## src/logic/mist_pkg.sv

```systemverilog
// constants for the meter interrupt status flag block
// Summary of operation
// [RQ1] bit 5 flags phase C sag
// [RQ2] bits 6-8 flag missing zero crossings A/B/C
// [RQ3] bits 9-11 flag rising zero crossings A/B/C
// [RQ4] bit 12 flags line-cycle accumulation done
// [RQ5] bit 13 flags supply below 4 V
// [RQ6] bit 13 is one after reset, one cycle
// [RQ7] reset event restores every register default
// [RQ8] bit 14 flags selected voltage above threshold
// [RQ9] bit 15 flags selected current above threshold
// [RQ10] bit 16 flags new waveform sample
// [RQ11] bit 17 flags active sign change, selected phases
// [RQ12] bit 18 flags reactive sign change, selected phases
// [RQ13] bit 19 flags A followed by B crossing
// [RQ14] flags stay high after their event
// [RQ15] interrupt low while any enabled flag set
// [RQ16] host reads status; clear view read clears
// [RQ17] interrupt released when no enabled flag set
// [RQ18] event during clearing read stays set
package mist_pkg;
    localparam int STATUS_W = 20;
    localparam int FLAG_LO = 5;
    localparam int FLAG_HI = 19;
    localparam int MAG_W = 12;
    localparam int LCYC_W = 16;
    localparam int NPH = 3;
    // register byte offsets
    localparam logic [7:0] OFS_STATUS = 8'h00;
    localparam logic [7:0] OFS_CLEAR_VIEW = 8'h04;
    localparam logic [7:0] OFS_MASK = 8'h08;
    localparam logic [7:0] OFS_VPEAK_THR = 8'h0c;
    localparam logic [7:0] OFS_IPEAK_THR = 8'h10;
    localparam logic [7:0] OFS_MEASURE_MODE = 8'h14;
    localparam logic [7:0] OFS_COMP_MODE = 8'h18;
    localparam logic [7:0] OFS_HALF_CYCLES = 8'h1c;
    localparam logic [7:0] OFS_CONTROL = 8'h20;
    // status bit positions
    localparam int BIT_SAG_C = 5;
    localparam int BIT_ZC_TIMEOUT_A = 6;
    localparam int BIT_ZC_RISE_A = 9;
    localparam int BIT_LINE_CYCLE = 12;
    localparam int BIT_RESET = 13;
    localparam int BIT_VPEAK = 14;
    localparam int BIT_IPEAK = 15;
    localparam int BIT_WAVE = 16;
    localparam int BIT_ACT_FLIP = 17;
    localparam int BIT_REACT_FLIP = 18;
    localparam int BIT_SEQ_ERR = 19;
    // field positions
    localparam int MM_VSEL_LO = 0;
    localparam int MM_ISEL_LO = 2;
    localparam int CM_LCYC_EN = 3;
    localparam int CTRL_SOFT_RESET = 0;
    // reset values and writable masks
    localparam logic [STATUS_W-1:0] STATUS_RST = 20'h02000;
    localparam logic [STATUS_W-1:0] MASK_RST = 20'h00000;
    localparam logic [STATUS_W-1:0] MASK_WR = 20'hfdfe0;
    localparam logic [MAG_W-1:0] VPEAK_RST = 12'hfff;
    localparam logic [MAG_W-1:0] IPEAK_RST = 12'hfff;
    localparam logic [3:0] MEASURE_RST = 4'h0;
    localparam logic [3:0] COMP_RST = 4'h7;
    localparam logic [LCYC_W-1:0] LCYC_RST = 16'h00ff;
endpackage

```

## src/logic/mist_evt_if.sv

```systemverilog
// carrier between the top and its flag bank and power event modules
`timescale 1ns/1ps
interface mist_evt_if;
    logic ce;
    logic soft_rst;
    logic clr_rd;
    logic [mist_pkg::STATUS_W-1:0] set_vec;
    logic [mist_pkg::STATUS_W-1:0] status;
    logic [mist_pkg::NPH-1:0] phase_sel;
    logic lcyc_en;
    logic [mist_pkg::LCYC_W-1:0] half_cycles;
    logic line_done;
    logic act_flip;
    logic react_flip;
    modport ctl (output ce, soft_rst, clr_rd, set_vec, phase_sel, lcyc_en, half_cycles,
        input status, line_done, act_flip, react_flip);
    modport bank (input ce, soft_rst, clr_rd, set_vec, output status);
    modport pwr (input ce, soft_rst, phase_sel, lcyc_en, half_cycles,
        output line_done, act_flip, react_flip);
endinterface

```

## src/logic/mist_top.sv

```systemverilog
// interrupt status flags, mask and AHB-Lite register slave
//
// Added by the designer: register access over AHB-Lite and the address map.
`timescale 1ns/1ps
module mist_top (
    input wire logic CLK,
    input wire logic RESET_N,
    input wire logic CE,
    input wire logic HSEL,
    input wire logic [31:0] HADDR,
    input wire logic [1:0] HTRANS,
    input wire logic HWRITE,
    input wire logic [2:0] HSIZE,
    input wire logic [31:0] HWDATA,
    input wire logic HREADY,
    output logic HREADYOUT,
    output logic [31:0] HRDATA,
    output logic HRESP,
    input wire logic SUPPLY_LOW,
    input wire logic SAG_C_EVT,
    input wire logic [2:0] ZC_TIMEOUT_EVT,
    input wire logic [2:0] ZC_RISE_EVT,
    input wire logic HALF_CYCLE_EVT,
    input wire logic WAVE_SAMPLE_EVT,
    input wire logic [35:0] VOLT_MAG,
    input wire logic [35:0] CURR_MAG,
    input wire logic MAG_VALID,
    input wire logic [2:0] ACT_SIGN,
    input wire logic [2:0] REACT_SIGN,
    input wire logic PWR_VALID,
    output logic SW_RESET_PULSE,
    output logic IRQ_N
);
    typedef enum logic [0:0] {SEQ_IDLE, SEQ_AFTER_A} mist_seq_t;

    mist_evt_if ev ();

    logic sup_meta_r;
    logic sup_sync_r;
    logic sup_prev_r;
    logic soft_rst_r;
    logic soft_req;
    logic acc;
    logic wr_pend_r;
    logic [7:0] addr_r;
    logic [31:0] hrdata_r;
    logic irq_n_r;
    logic [mist_pkg::STATUS_W-1:0] mask_r;
    logic [mist_pkg::MAG_W-1:0] volt_peak_threshold;
    logic [mist_pkg::MAG_W-1:0] curr_peak_threshold;
    logic [3:0] measure_mode_reg;
    logic [3:0] computation_mode_reg;
    logic [mist_pkg::LCYC_W-1:0] half_cycle_count;
    logic [mist_pkg::STATUS_W-1:0] set_vec;
    logic volt_peak_hit;
    logic curr_peak_hit;
    logic seq_err_hit;
    mist_seq_t seq_r;
    mist_seq_t seq_nxt;

    ////////////////////////////////////////////////////////////////////////
    // helpers

    // picks one phase magnitude; code 3 falls back to phase A
    function automatic logic [mist_pkg::MAG_W-1:0] pick_mag(
        input logic [35:0] mags,
        input logic [1:0] sel
    );
        logic [mist_pkg::MAG_W-1:0] m;
        m = mags[11:0];
        case (sel)
            2'h1: m = mags[23:12];
            2'h2: m = mags[35:24];
            default: m = mags[11:0];
        endcase
        return m;
    endfunction

    function automatic logic [31:0] rd_mux(
        input logic [7:0] a,
        input logic [mist_pkg::STATUS_W-1:0] st,
        input logic [mist_pkg::STATUS_W-1:0] mk,
        input logic [mist_pkg::MAG_W-1:0] vt,
        input logic [mist_pkg::MAG_W-1:0] it,
        input logic [3:0] mm,
        input logic [3:0] cm,
        input logic [mist_pkg::LCYC_W-1:0] hc
    );
        logic [31:0] d;
        d = 32'h00000000;
        case (a)
            mist_pkg::OFS_STATUS: d = {12'h000, st};
            mist_pkg::OFS_CLEAR_VIEW: d = {12'h000, st};
            mist_pkg::OFS_MASK: d = {12'h000, mk};
            mist_pkg::OFS_VPEAK_THR: d = {20'h00000, vt};
            mist_pkg::OFS_IPEAK_THR: d = {20'h00000, it};
            mist_pkg::OFS_MEASURE_MODE: d = {28'h0000000, mm};
            mist_pkg::OFS_COMP_MODE: d = {28'h0000000, cm};
            mist_pkg::OFS_HALF_CYCLES: d = {16'h0000, hc};
            default: d = 32'h00000000;
        endcase
        return d;
    endfunction

    ////////////////////////////////////////////////////////////////////////
    // supply monitor synchroniser and reset event

    always_ff @(posedge CLK or negedge RESET_N)
    begin
        if (!RESET_N)
        begin
            sup_meta_r <= 1'b0;
            sup_sync_r <= 1'b0;
            sup_prev_r <= 1'b0;
        end
        else if (CE)
        begin
            sup_meta_r <= SUPPLY_LOW;
            sup_sync_r <= sup_meta_r;
            sup_prev_r <= sup_sync_r;
        end
    end

    // supply drop or software request restarts every software register and status flag
    assign soft_req = (sup_sync_r && !sup_prev_r) // see [RQ5]
        || (wr_pend_r && addr_r == mist_pkg::OFS_CONTROL
        && HWDATA[mist_pkg::CTRL_SOFT_RESET]); // see [RQ7]

    always_ff @(posedge CLK or negedge RESET_N)
    begin
        if (!RESET_N)
            soft_rst_r <= 1'b0;
        else if (CE)
            soft_rst_r <= soft_req;
    end

    assign SW_RESET_PULSE = soft_rst_r;

    ////////////////////////////////////////////////////////////////////////
    // AHB-Lite slave, zero wait states

    assign acc = HSEL && HTRANS[1] && HREADY && CE;
    assign HREADYOUT = CE;
    assign HRESP = 1'b0;

    always_ff @(posedge CLK or negedge RESET_N)
    begin
        if (!RESET_N)
        begin
            wr_pend_r <= 1'b0;
            addr_r <= 8'h00;
        end
        else if (CE)
        begin
            wr_pend_r <= acc && HWRITE;
            if (acc)
                addr_r <= HADDR[7:0];
        end
    end

    always_ff @(posedge CLK or negedge RESET_N)
    begin
        if (!RESET_N)
            hrdata_r <= 32'h00000000;
        else if (acc && !HWRITE)
            hrdata_r <= rd_mux(HADDR[7:0], ev.status, mask_r, volt_peak_threshold,
                curr_peak_threshold, measure_mode_reg, computation_mode_reg,
                half_cycle_count); // see [RQ16]
    end

    assign HRDATA = hrdata_r;

    // flags clear at the edge that captures the clear-view data
    assign ev.clr_rd = acc && !HWRITE
        && HADDR[7:0] == mist_pkg::OFS_CLEAR_VIEW; // see [RQ16]

    ////////////////////////////////////////////////////////////////////////
    // software registers

    always_ff @(posedge CLK or negedge RESET_N)
    begin
        if (!RESET_N)
        begin
            mask_r <= mist_pkg::MASK_RST;
            volt_peak_threshold <= mist_pkg::VPEAK_RST;
            curr_peak_threshold <= mist_pkg::IPEAK_RST;
            measure_mode_reg <= mist_pkg::MEASURE_RST;
            computation_mode_reg <= mist_pkg::COMP_RST;
            half_cycle_count <= mist_pkg::LCYC_RST;
        end
        else if (CE)
        begin
            if (soft_rst_r)
            begin
                mask_r <= mist_pkg::MASK_RST; // see [RQ7]
                volt_peak_threshold <= mist_pkg::VPEAK_RST;
                curr_peak_threshold <= mist_pkg::IPEAK_RST;
                measure_mode_reg <= mist_pkg::MEASURE_RST;
                computation_mode_reg <= mist_pkg::COMP_RST;
                half_cycle_count <= mist_pkg::LCYC_RST;
            end
            else if (wr_pend_r)
            begin
                case (addr_r)
                    mist_pkg::OFS_MASK:
                        mask_r <= HWDATA[mist_pkg::STATUS_W-1:0] & mist_pkg::MASK_WR;
                    mist_pkg::OFS_VPEAK_THR:
                        volt_peak_threshold <= HWDATA[mist_pkg::MAG_W-1:0];
                    mist_pkg::OFS_IPEAK_THR:
                        curr_peak_threshold <= HWDATA[mist_pkg::MAG_W-1:0];
                    mist_pkg::OFS_MEASURE_MODE:
                        measure_mode_reg <= HWDATA[3:0];
                    mist_pkg::OFS_COMP_MODE:
                        computation_mode_reg <= HWDATA[3:0];
                    mist_pkg::OFS_HALF_CYCLES:
                        half_cycle_count <= HWDATA[mist_pkg::LCYC_W-1:0];
                    default:
                        mask_r <= mask_r;
                endcase
            end
        end
    end

    ////////////////////////////////////////////////////////////////////////
    // peak detection on the selected phases

    assign volt_peak_hit = MAG_VALID && pick_mag(VOLT_MAG,
        measure_mode_reg[mist_pkg::MM_VSEL_LO +: 2]) > volt_peak_threshold; // see [RQ8]
    assign curr_peak_hit = MAG_VALID && pick_mag(CURR_MAG,
        measure_mode_reg[mist_pkg::MM_ISEL_LO +: 2]) > curr_peak_threshold; // see [RQ9]

    ////////////////////////////////////////////////////////////////////////
    // phase order: after an A crossing, B before C is an error

    always_comb
    begin
        seq_nxt = seq_r;
        seq_err_hit = 1'b0;
        case (seq_r)
            SEQ_IDLE:
                if (ZC_RISE_EVT[0])
                    seq_nxt = SEQ_AFTER_A;
            SEQ_AFTER_A:
                if (ZC_RISE_EVT[1])
                begin
                    seq_err_hit = 1'b1; // see [RQ13]
                    seq_nxt = ZC_RISE_EVT[0] ? SEQ_AFTER_A : SEQ_IDLE;
                end
                else if (ZC_RISE_EVT[2])
                    seq_nxt = ZC_RISE_EVT[0] ? SEQ_AFTER_A : SEQ_IDLE;
            default:
                seq_nxt = SEQ_IDLE;
        endcase
    end

    always_ff @(posedge CLK or negedge RESET_N)
    begin
        if (!RESET_N)
            seq_r <= SEQ_IDLE;
        else if (CE)
            seq_r <= soft_rst_r ? SEQ_IDLE : seq_nxt;
    end

    ////////////////////////////////////////////////////////////////////////
    // event vector into the flag bank

    always_comb
    begin
        set_vec = '0;
        set_vec[mist_pkg::BIT_SAG_C] = SAG_C_EVT; // see [RQ1]
        set_vec[mist_pkg::BIT_ZC_TIMEOUT_A +: 3] = ZC_TIMEOUT_EVT; // see [RQ2]
        set_vec[mist_pkg::BIT_ZC_RISE_A +: 3] = ZC_RISE_EVT; // see [RQ3]
        set_vec[mist_pkg::BIT_LINE_CYCLE] = ev.line_done; // see [RQ4]
        set_vec[mist_pkg::BIT_VPEAK] = volt_peak_hit;
        set_vec[mist_pkg::BIT_IPEAK] = curr_peak_hit;
        set_vec[mist_pkg::BIT_WAVE] = WAVE_SAMPLE_EVT; // see [RQ10]
        set_vec[mist_pkg::BIT_ACT_FLIP] = ev.act_flip;
        set_vec[mist_pkg::BIT_REACT_FLIP] = ev.react_flip;
        set_vec[mist_pkg::BIT_SEQ_ERR] = seq_err_hit;
    end

    assign ev.set_vec = set_vec;
    assign ev.ce = CE;
    assign ev.soft_rst = soft_rst_r;
    assign ev.phase_sel = computation_mode_reg[2:0];
    assign ev.lcyc_en = computation_mode_reg[mist_pkg::CM_LCYC_EN];
    assign ev.half_cycles = half_cycle_count;

    mist_flag_bank u_bank (
        .clk(CLK),
        .reset_n(RESET_N),
        .ev(ev.bank)
    );

    mist_power_events u_pwr (
        .clk(CLK),
        .reset_n(RESET_N),
        .ev(ev.pwr),
        .act_sign(ACT_SIGN),
        .react_sign(REACT_SIGN),
        .pwr_valid(PWR_VALID),
        .half_cycle(HALF_CYCLE_EVT)
    );

    ////////////////////////////////////////////////////////////////////////
    // interrupt pin, registered

    always_ff @(posedge CLK or negedge RESET_N)
    begin
        if (!RESET_N)
            irq_n_r <= 1'b1;
        else if (CE)
            irq_n_r <= ~|(ev.status & mask_r); // see [RQ15] see [RQ17]
    end

    assign IRQ_N = irq_n_r;
endmodule

```

## src/logic/mist_flag_bank.sv

```systemverilog
// sticky interrupt status flags with clear-on-read
`timescale 1ns/1ps
module mist_flag_bank (
    input wire logic clk,
    input wire logic reset_n,
    mist_evt_if.bank ev
);
    logic [mist_pkg::STATUS_W-1:0] status_r;

    assign ev.status = status_r;

    // reset flag: one after any reset, gone one cycle later
    always_ff @(posedge clk or negedge reset_n)
    begin
        if (!reset_n)
            status_r[mist_pkg::BIT_RESET] <= 1'b1; // see [RQ6]
        else if (ev.ce)
            status_r[mist_pkg::BIT_RESET] <= ev.soft_rst; // see [RQ5] see [RQ6]
    end

    for (genvar i = 0; i < mist_pkg::STATUS_W; i++)
    begin : g_flag
        if (i >= mist_pkg::FLAG_LO && i != mist_pkg::BIT_RESET)
        begin : g_sticky
            always_ff @(posedge clk or negedge reset_n)
            begin
                if (!reset_n)
                    status_r[i] <= mist_pkg::STATUS_RST[i];
                else if (ev.ce)
                begin
                    if (ev.soft_rst)
                        status_r[i] <= mist_pkg::STATUS_RST[i]; // see [RQ7]
                    else if (ev.set_vec[i])
                        status_r[i] <= 1'b1; // see [RQ14] see [RQ18]
                    else if (ev.clr_rd)
                        status_r[i] <= mist_pkg::STATUS_RST[i]; // see [RQ16]
                end
            end
        end
        else if (i != mist_pkg::BIT_RESET)
        begin : g_unused
            assign status_r[i] = 1'b0;
        end
    end
endmodule

```

## src/logic/mist_power_events.sv

```systemverilog
// power sign change and line-cycle completion events
`timescale 1ns/1ps
module mist_power_events (
    input wire logic clk,
    input wire logic reset_n,
    mist_evt_if.pwr ev,
    input wire logic [mist_pkg::NPH-1:0] act_sign,
    input wire logic [mist_pkg::NPH-1:0] react_sign,
    input wire logic pwr_valid,
    input wire logic half_cycle
);
    logic [mist_pkg::NPH-1:0] act_prev_r;
    logic [mist_pkg::NPH-1:0] react_prev_r;
    logic primed_r;
    logic [mist_pkg::LCYC_W-1:0] hc_cnt_r;
    logic hc_last;

    // first valid sample only loads the previous sign
    always_ff @(posedge clk or negedge reset_n)
    begin
        if (!reset_n)
        begin
            act_prev_r <= '0;
            react_prev_r <= '0;
            primed_r <= 1'b0;
        end
        else if (ev.ce)
        begin
            if (ev.soft_rst)
            begin
                act_prev_r <= '0;
                react_prev_r <= '0;
                primed_r <= 1'b0;
            end
            else if (pwr_valid)
            begin
                act_prev_r <= act_sign;
                react_prev_r <= react_sign;
                primed_r <= 1'b1;
            end
        end
    end

    assign ev.act_flip = pwr_valid && primed_r
        && |((act_sign ^ act_prev_r) & ev.phase_sel); // see [RQ11]
    assign ev.react_flip = pwr_valid && primed_r
        && |((react_sign ^ react_prev_r) & ev.phase_sel); // see [RQ12]

    // counts half line cycles up to the programmed number
    assign hc_last = hc_cnt_r + 16'h0001 >= ev.half_cycles;

    always_ff @(posedge clk or negedge reset_n)
    begin
        if (!reset_n)
            hc_cnt_r <= '0;
        else if (ev.ce)
        begin
            if (ev.soft_rst || !ev.lcyc_en)
                hc_cnt_r <= '0;
            else if (half_cycle)
                hc_cnt_r <= hc_last ? '0 : hc_cnt_r + 16'h0001;
        end
    end

    assign ev.line_done = ev.lcyc_en && half_cycle && hc_last; // see [RQ4]
endmodule

```

## config.mk

```make
export PLATFORM = sky130hd
export DESIGN_NAME = mist_top
export DESIGN_NICKNAME = d
export VERILOG_FILES = /design/src/logic/mist_pkg.sv /design/src/logic/mist_evt_if.sv /design/src/logic/mist_top.sv /design/src/logic/mist_flag_bank.sv /design/src/logic/mist_power_events.sv
export SDC_FILE = /design/constraint.sdc
export NUM_CORES = 1
export LEC_CHECK = 0
export BUFFER_PORTS_ARGS = -buffer_cell sky130_fd_sc_hd__buf_2
export CAP_MARGIN = 20
export CORE_ASPECT_RATIO = 1.4
export CORE_UTILIZATION = 38
export DETAILED_ROUTE_END_ITERATION = 16
export MAX_ROUTING_LAYER = met4
export SLEW_MARGIN = 40
export SYNTH_ARGS = -nofsm -noshare
export SYNTH_HDL_FRONTEND = slang
export SYNTH_SLANG_ARGS = --single-unit
```

## constraint.sdc

```tcl
create_clock -name CLK -period 3.2 [get_ports CLK]
set_clock_uncertainty 0.2 [all_clocks]
set_input_delay 0.64 -clock CLK [delete_from_list [all_inputs] [get_ports CLK]]
set_output_delay 0.64 -clock CLK [all_outputs]
set_load 0.02 [all_outputs]
```

==> results.sh <==
export IMPL_status="finished, final reports clean"
export IMPL_wl_per_cell_um=18.5
export IMPL_synthDistinctLibCells=61
export IMPL_vias_per_cell=5.54
export IMPL_async_flop_share=1.00
export IMPL_crit_path_end_kind="register"
export IMPL_yosys_register_bits=135
export IMPL_place_hpwl_um=18100
export IMPL_die_area_um2=21300
export IMPL_nets=1201
export IMPL_crit_path_start="u_pwr.hc_cnt_r[0]$_DFFE_PN0P_"
export IMPL_synth_top_area_cell="dfrtp_1"
export IMPL_hold_class="in2reg"
export IMPL_grt_usage=0.239
export IMPL_synthTopCellsByArea="dfrtp_1 (31%), dfstp_2 (12%), ha_1 (7.2%)"
export IMPL_numPortBuffers=147
export IMPL_insertion_delay_ns=0.43
export IMPL_power_density_nw_per_um2=454
export IMPL_area_growth_pct=23.1
export IMPL_place_congestion=0.899
export IMPL_hold_path_startpoint="HWDATA[16]"
export IMPL_num_rows=61
export IMPL_routed_wl_um=23300
export IMPL_worstPathRequired_ns=3.31
export IMPL_cts_root_buf="clkbuf_16"
export IMPL_vias=6967
export IMPL_arrival_ns=3.18
export IMPL_critPathMaxFanout=15
export IMPL_r2r_setup_slack_ns=0.14
export IMPL_clkTransAtPathRegs_ns=0.06
export IMPL_synth_edff_count=0
export IMPL_power_leakage_nw=4.78
export IMPL_grt_max_degree=84
export IMPL_drt_iter0_drc=544
export IMPL_largest_reg_flops=20
export IMPL_synth_common_cells="dfrtp_1 (98), nand2_1 (74), o21ai_0 (64)"
export IMPL_relSlewSlack=0.513
export IMPL_cts_buffers_inserted=17
export IMPL_vdd_ir_drop_max_v=0.000338
export IMPL_r2r_start="u_pwr.hc_cnt_r[0]$_DFFE_PN0P_"
export IMPL_place_area_um2=8990
export IMPL_synth_area_um2=7870
export IMPL_die_y_um=172
export IMPL_synth_top_area_share=0.312
export IMPL_finalSetupViolations=0
export IMPL_htree_levels=4
export IMPL_ioPinCount=201
export IMPL_finalCriticalPeriod_ns=3.06
export IMPL_drv_slew=0
export IMPL_start_util=0.392
export IMPL_grt_pass1_vias=6784
export IMPL_yosysWarnings=0
export IMPL_tightest_slew_ns=0.731
export IMPL_drc=0
export IMPL_clock_path_buffers=2
export IMPL_drtAntennaViolNets=0
export IMPL_grt_pass1_wl_um=36400
export IMPL_antenna_found_initial=2
export IMPL_fmax_mhz=326
export IMPL_cts_tree="done"
export IMPL_die_width_um=124
export IMPL_cts_sinks=135
export IMPL_final_hold_viol_count=0
export IMPL_netlist_instances=831
export IMPL_gr_total_overflow=0
export IMPL_drive_gt1_frac=0.286
export IMPL_finish_instance_area_um2=9680
export IMPL_start_kind="register"
export IMPL_fin_crit_sh=0.957
export IMPL_place_inst=1220
export IMPL_holdWs_ns=0.239
export IMPL_stdcell_count=1258
export IMPL_drt_pre_antenna_iters=5
export IMPL_yosysMostFrequentCell="dfrtp_1"
export IMPL_criticalPathCategory="reg2reg"
export IMPL_avgSynthCellArea_um2=9.47
export IMPL_core_area_um2=20100
export IMPL_synth_top_flop_cell="dfrtp_1"
export IMPL_ys_seq_area_frac=0.435
export IMPL_drv_cap=0
-- per-layer routing --
| metal | up-vias | share of wire | GRT usage |
|---|---|---|---|
| met4 | 0 | 0.041 | 0.112 |
| met3 | 62 | 0.050 | 0.0472 |
| met2 | 231 | 0.51 | 0.399 |
| met1 | 3334 | 0.40 | 0.271 |
| li1 | 3340 | - | - |
| met5 | - | 0 | - |
-- layout make-up --
type	count	area, um2
antenna	2	5.00
clock buffer	26	519
clock inverter	6	63.8
fill	1963	10400
inverter	63	236
multi-input combinational	584	4010
sequential	135	3420
tap	252	315
timing repair buffer	190	1110
-- where the power goes --
part | total, mW | internal, mW | switching, mW
clock | 1.91 | 1.19 | 0.723
combinational | 0.546 | 0.231 | 0.315
sequential | 1.93 | 1.82 | 0.113
-- final timing paths --
kind,to,depth (start not counted)
setup reg to reg,u_pwr.hc_cnt_r[14]$_DFFE_PN0P_,13
min in group asynchronous,u_bank.ev.status[17]$_DFFE_PN0P_,2
setup / recovery,u_pwr.hc_cnt_r[14]$_DFFE_PN0P_,13
max in group asynchronous,computation_mode_reg[2]$_DFFE_PN1P_,3
hold / removal,mask_r[16]$_DFFE_PN0P_,2
hold reg to reg,HRDATA[9]$_DFFE_PN0P_,2
-- worst max-delay path, cell delays in order (launching register included) --
cell	delay, ns
dfrtp_1	0.40
ha_2	0.23
nand4_1	0.15
nor3_2	0.17
buf_4	0.15
nand3_1	0.08
xnor2_1	0.16
ha_1	0.30
nand4_1	0.17
nor2_2	0.16
o311ai_0	0.19
and2_4	0.20
buf_12	0.14
a32o_1	0.25
-- cell usage in the layout, fill, tap and decap left out, drive strengths merged, types with 3 or more instances in the layout --
| master | count |
|---|---|
| or2 | 3 |
| nand4 | 10 |
| dfrtp | 98 |
| inv | 63 |
| a22oi | 42 |
| a32o | 16 |
| clkinv | 3 |
| a21oi | 41 |
| o22ai | 17 |
| and3 | 7 |
| mux4 | 4 |
| or4b | 3 |
| and2 | 7 |
| nand3 | 24 |
| o22a | 18 |
| conb | 13 |
| nor2 | 47 |
| a31oi | 3 |
| clkbuf | 26 |
| nor2b | 11 |
| mux2 | 9 |
| and4 | 3 |
| ha | 45 |
| a22o | 25 |
| o21a | 4 |
| xnor2 | 7 |
| mux2i | 6 |
| a2bb2oi | 9 |
| a21o | 9 |
| nor3 | 17 |
| dfstp | 37 |
| xor2 | 13 |
| a32oi | 5 |
| o21ai | 64 |
| a211oi | 3 |
| nand2 | 75 |
| a222oi | 3 |
| buf | 189 |
-- cell families after synthesis --
group,count (synthesis),share of synthesized area
buf+inv,124,0.0677
compound gates,267,0.234
xor+xnor,20,0.0223
simple gates,220,0.137
fa+ha+maj,45,0.0716
mux,19,0.0320
other cells,1,0.000477
flops,135,0.435
-- per-stage QoR --
step | setup TNS (ns) | power, mW | util | worst slack, ns
after floorplan | 0 | 2.25 | - | 0.0534
after global placement | 0 | 2.49 | 0.448 | 0.0471
after detailed placement | 0 | 2.50 | 0.448 | 0.0205
after CTS | 0 | 4.42 | 0.478 | 0.0165
after global routing | -0.0273 | 4.59 | 0.482 | -0.0152
final | 0 | 4.39 | 0.482 | 0.136
-- what timing repair did --
action / in CTS / in global routing
endpoints found under the hold margin: 14 / 0
hold buffers: 1 / 0
setup buffers: 0 / 3
gates resized for setup: 1 / 9
pin swaps: 0 / 5
endpoints found under the setup margin: 15 / 17
Note: power is estimated with default switching activity, not from simulation.
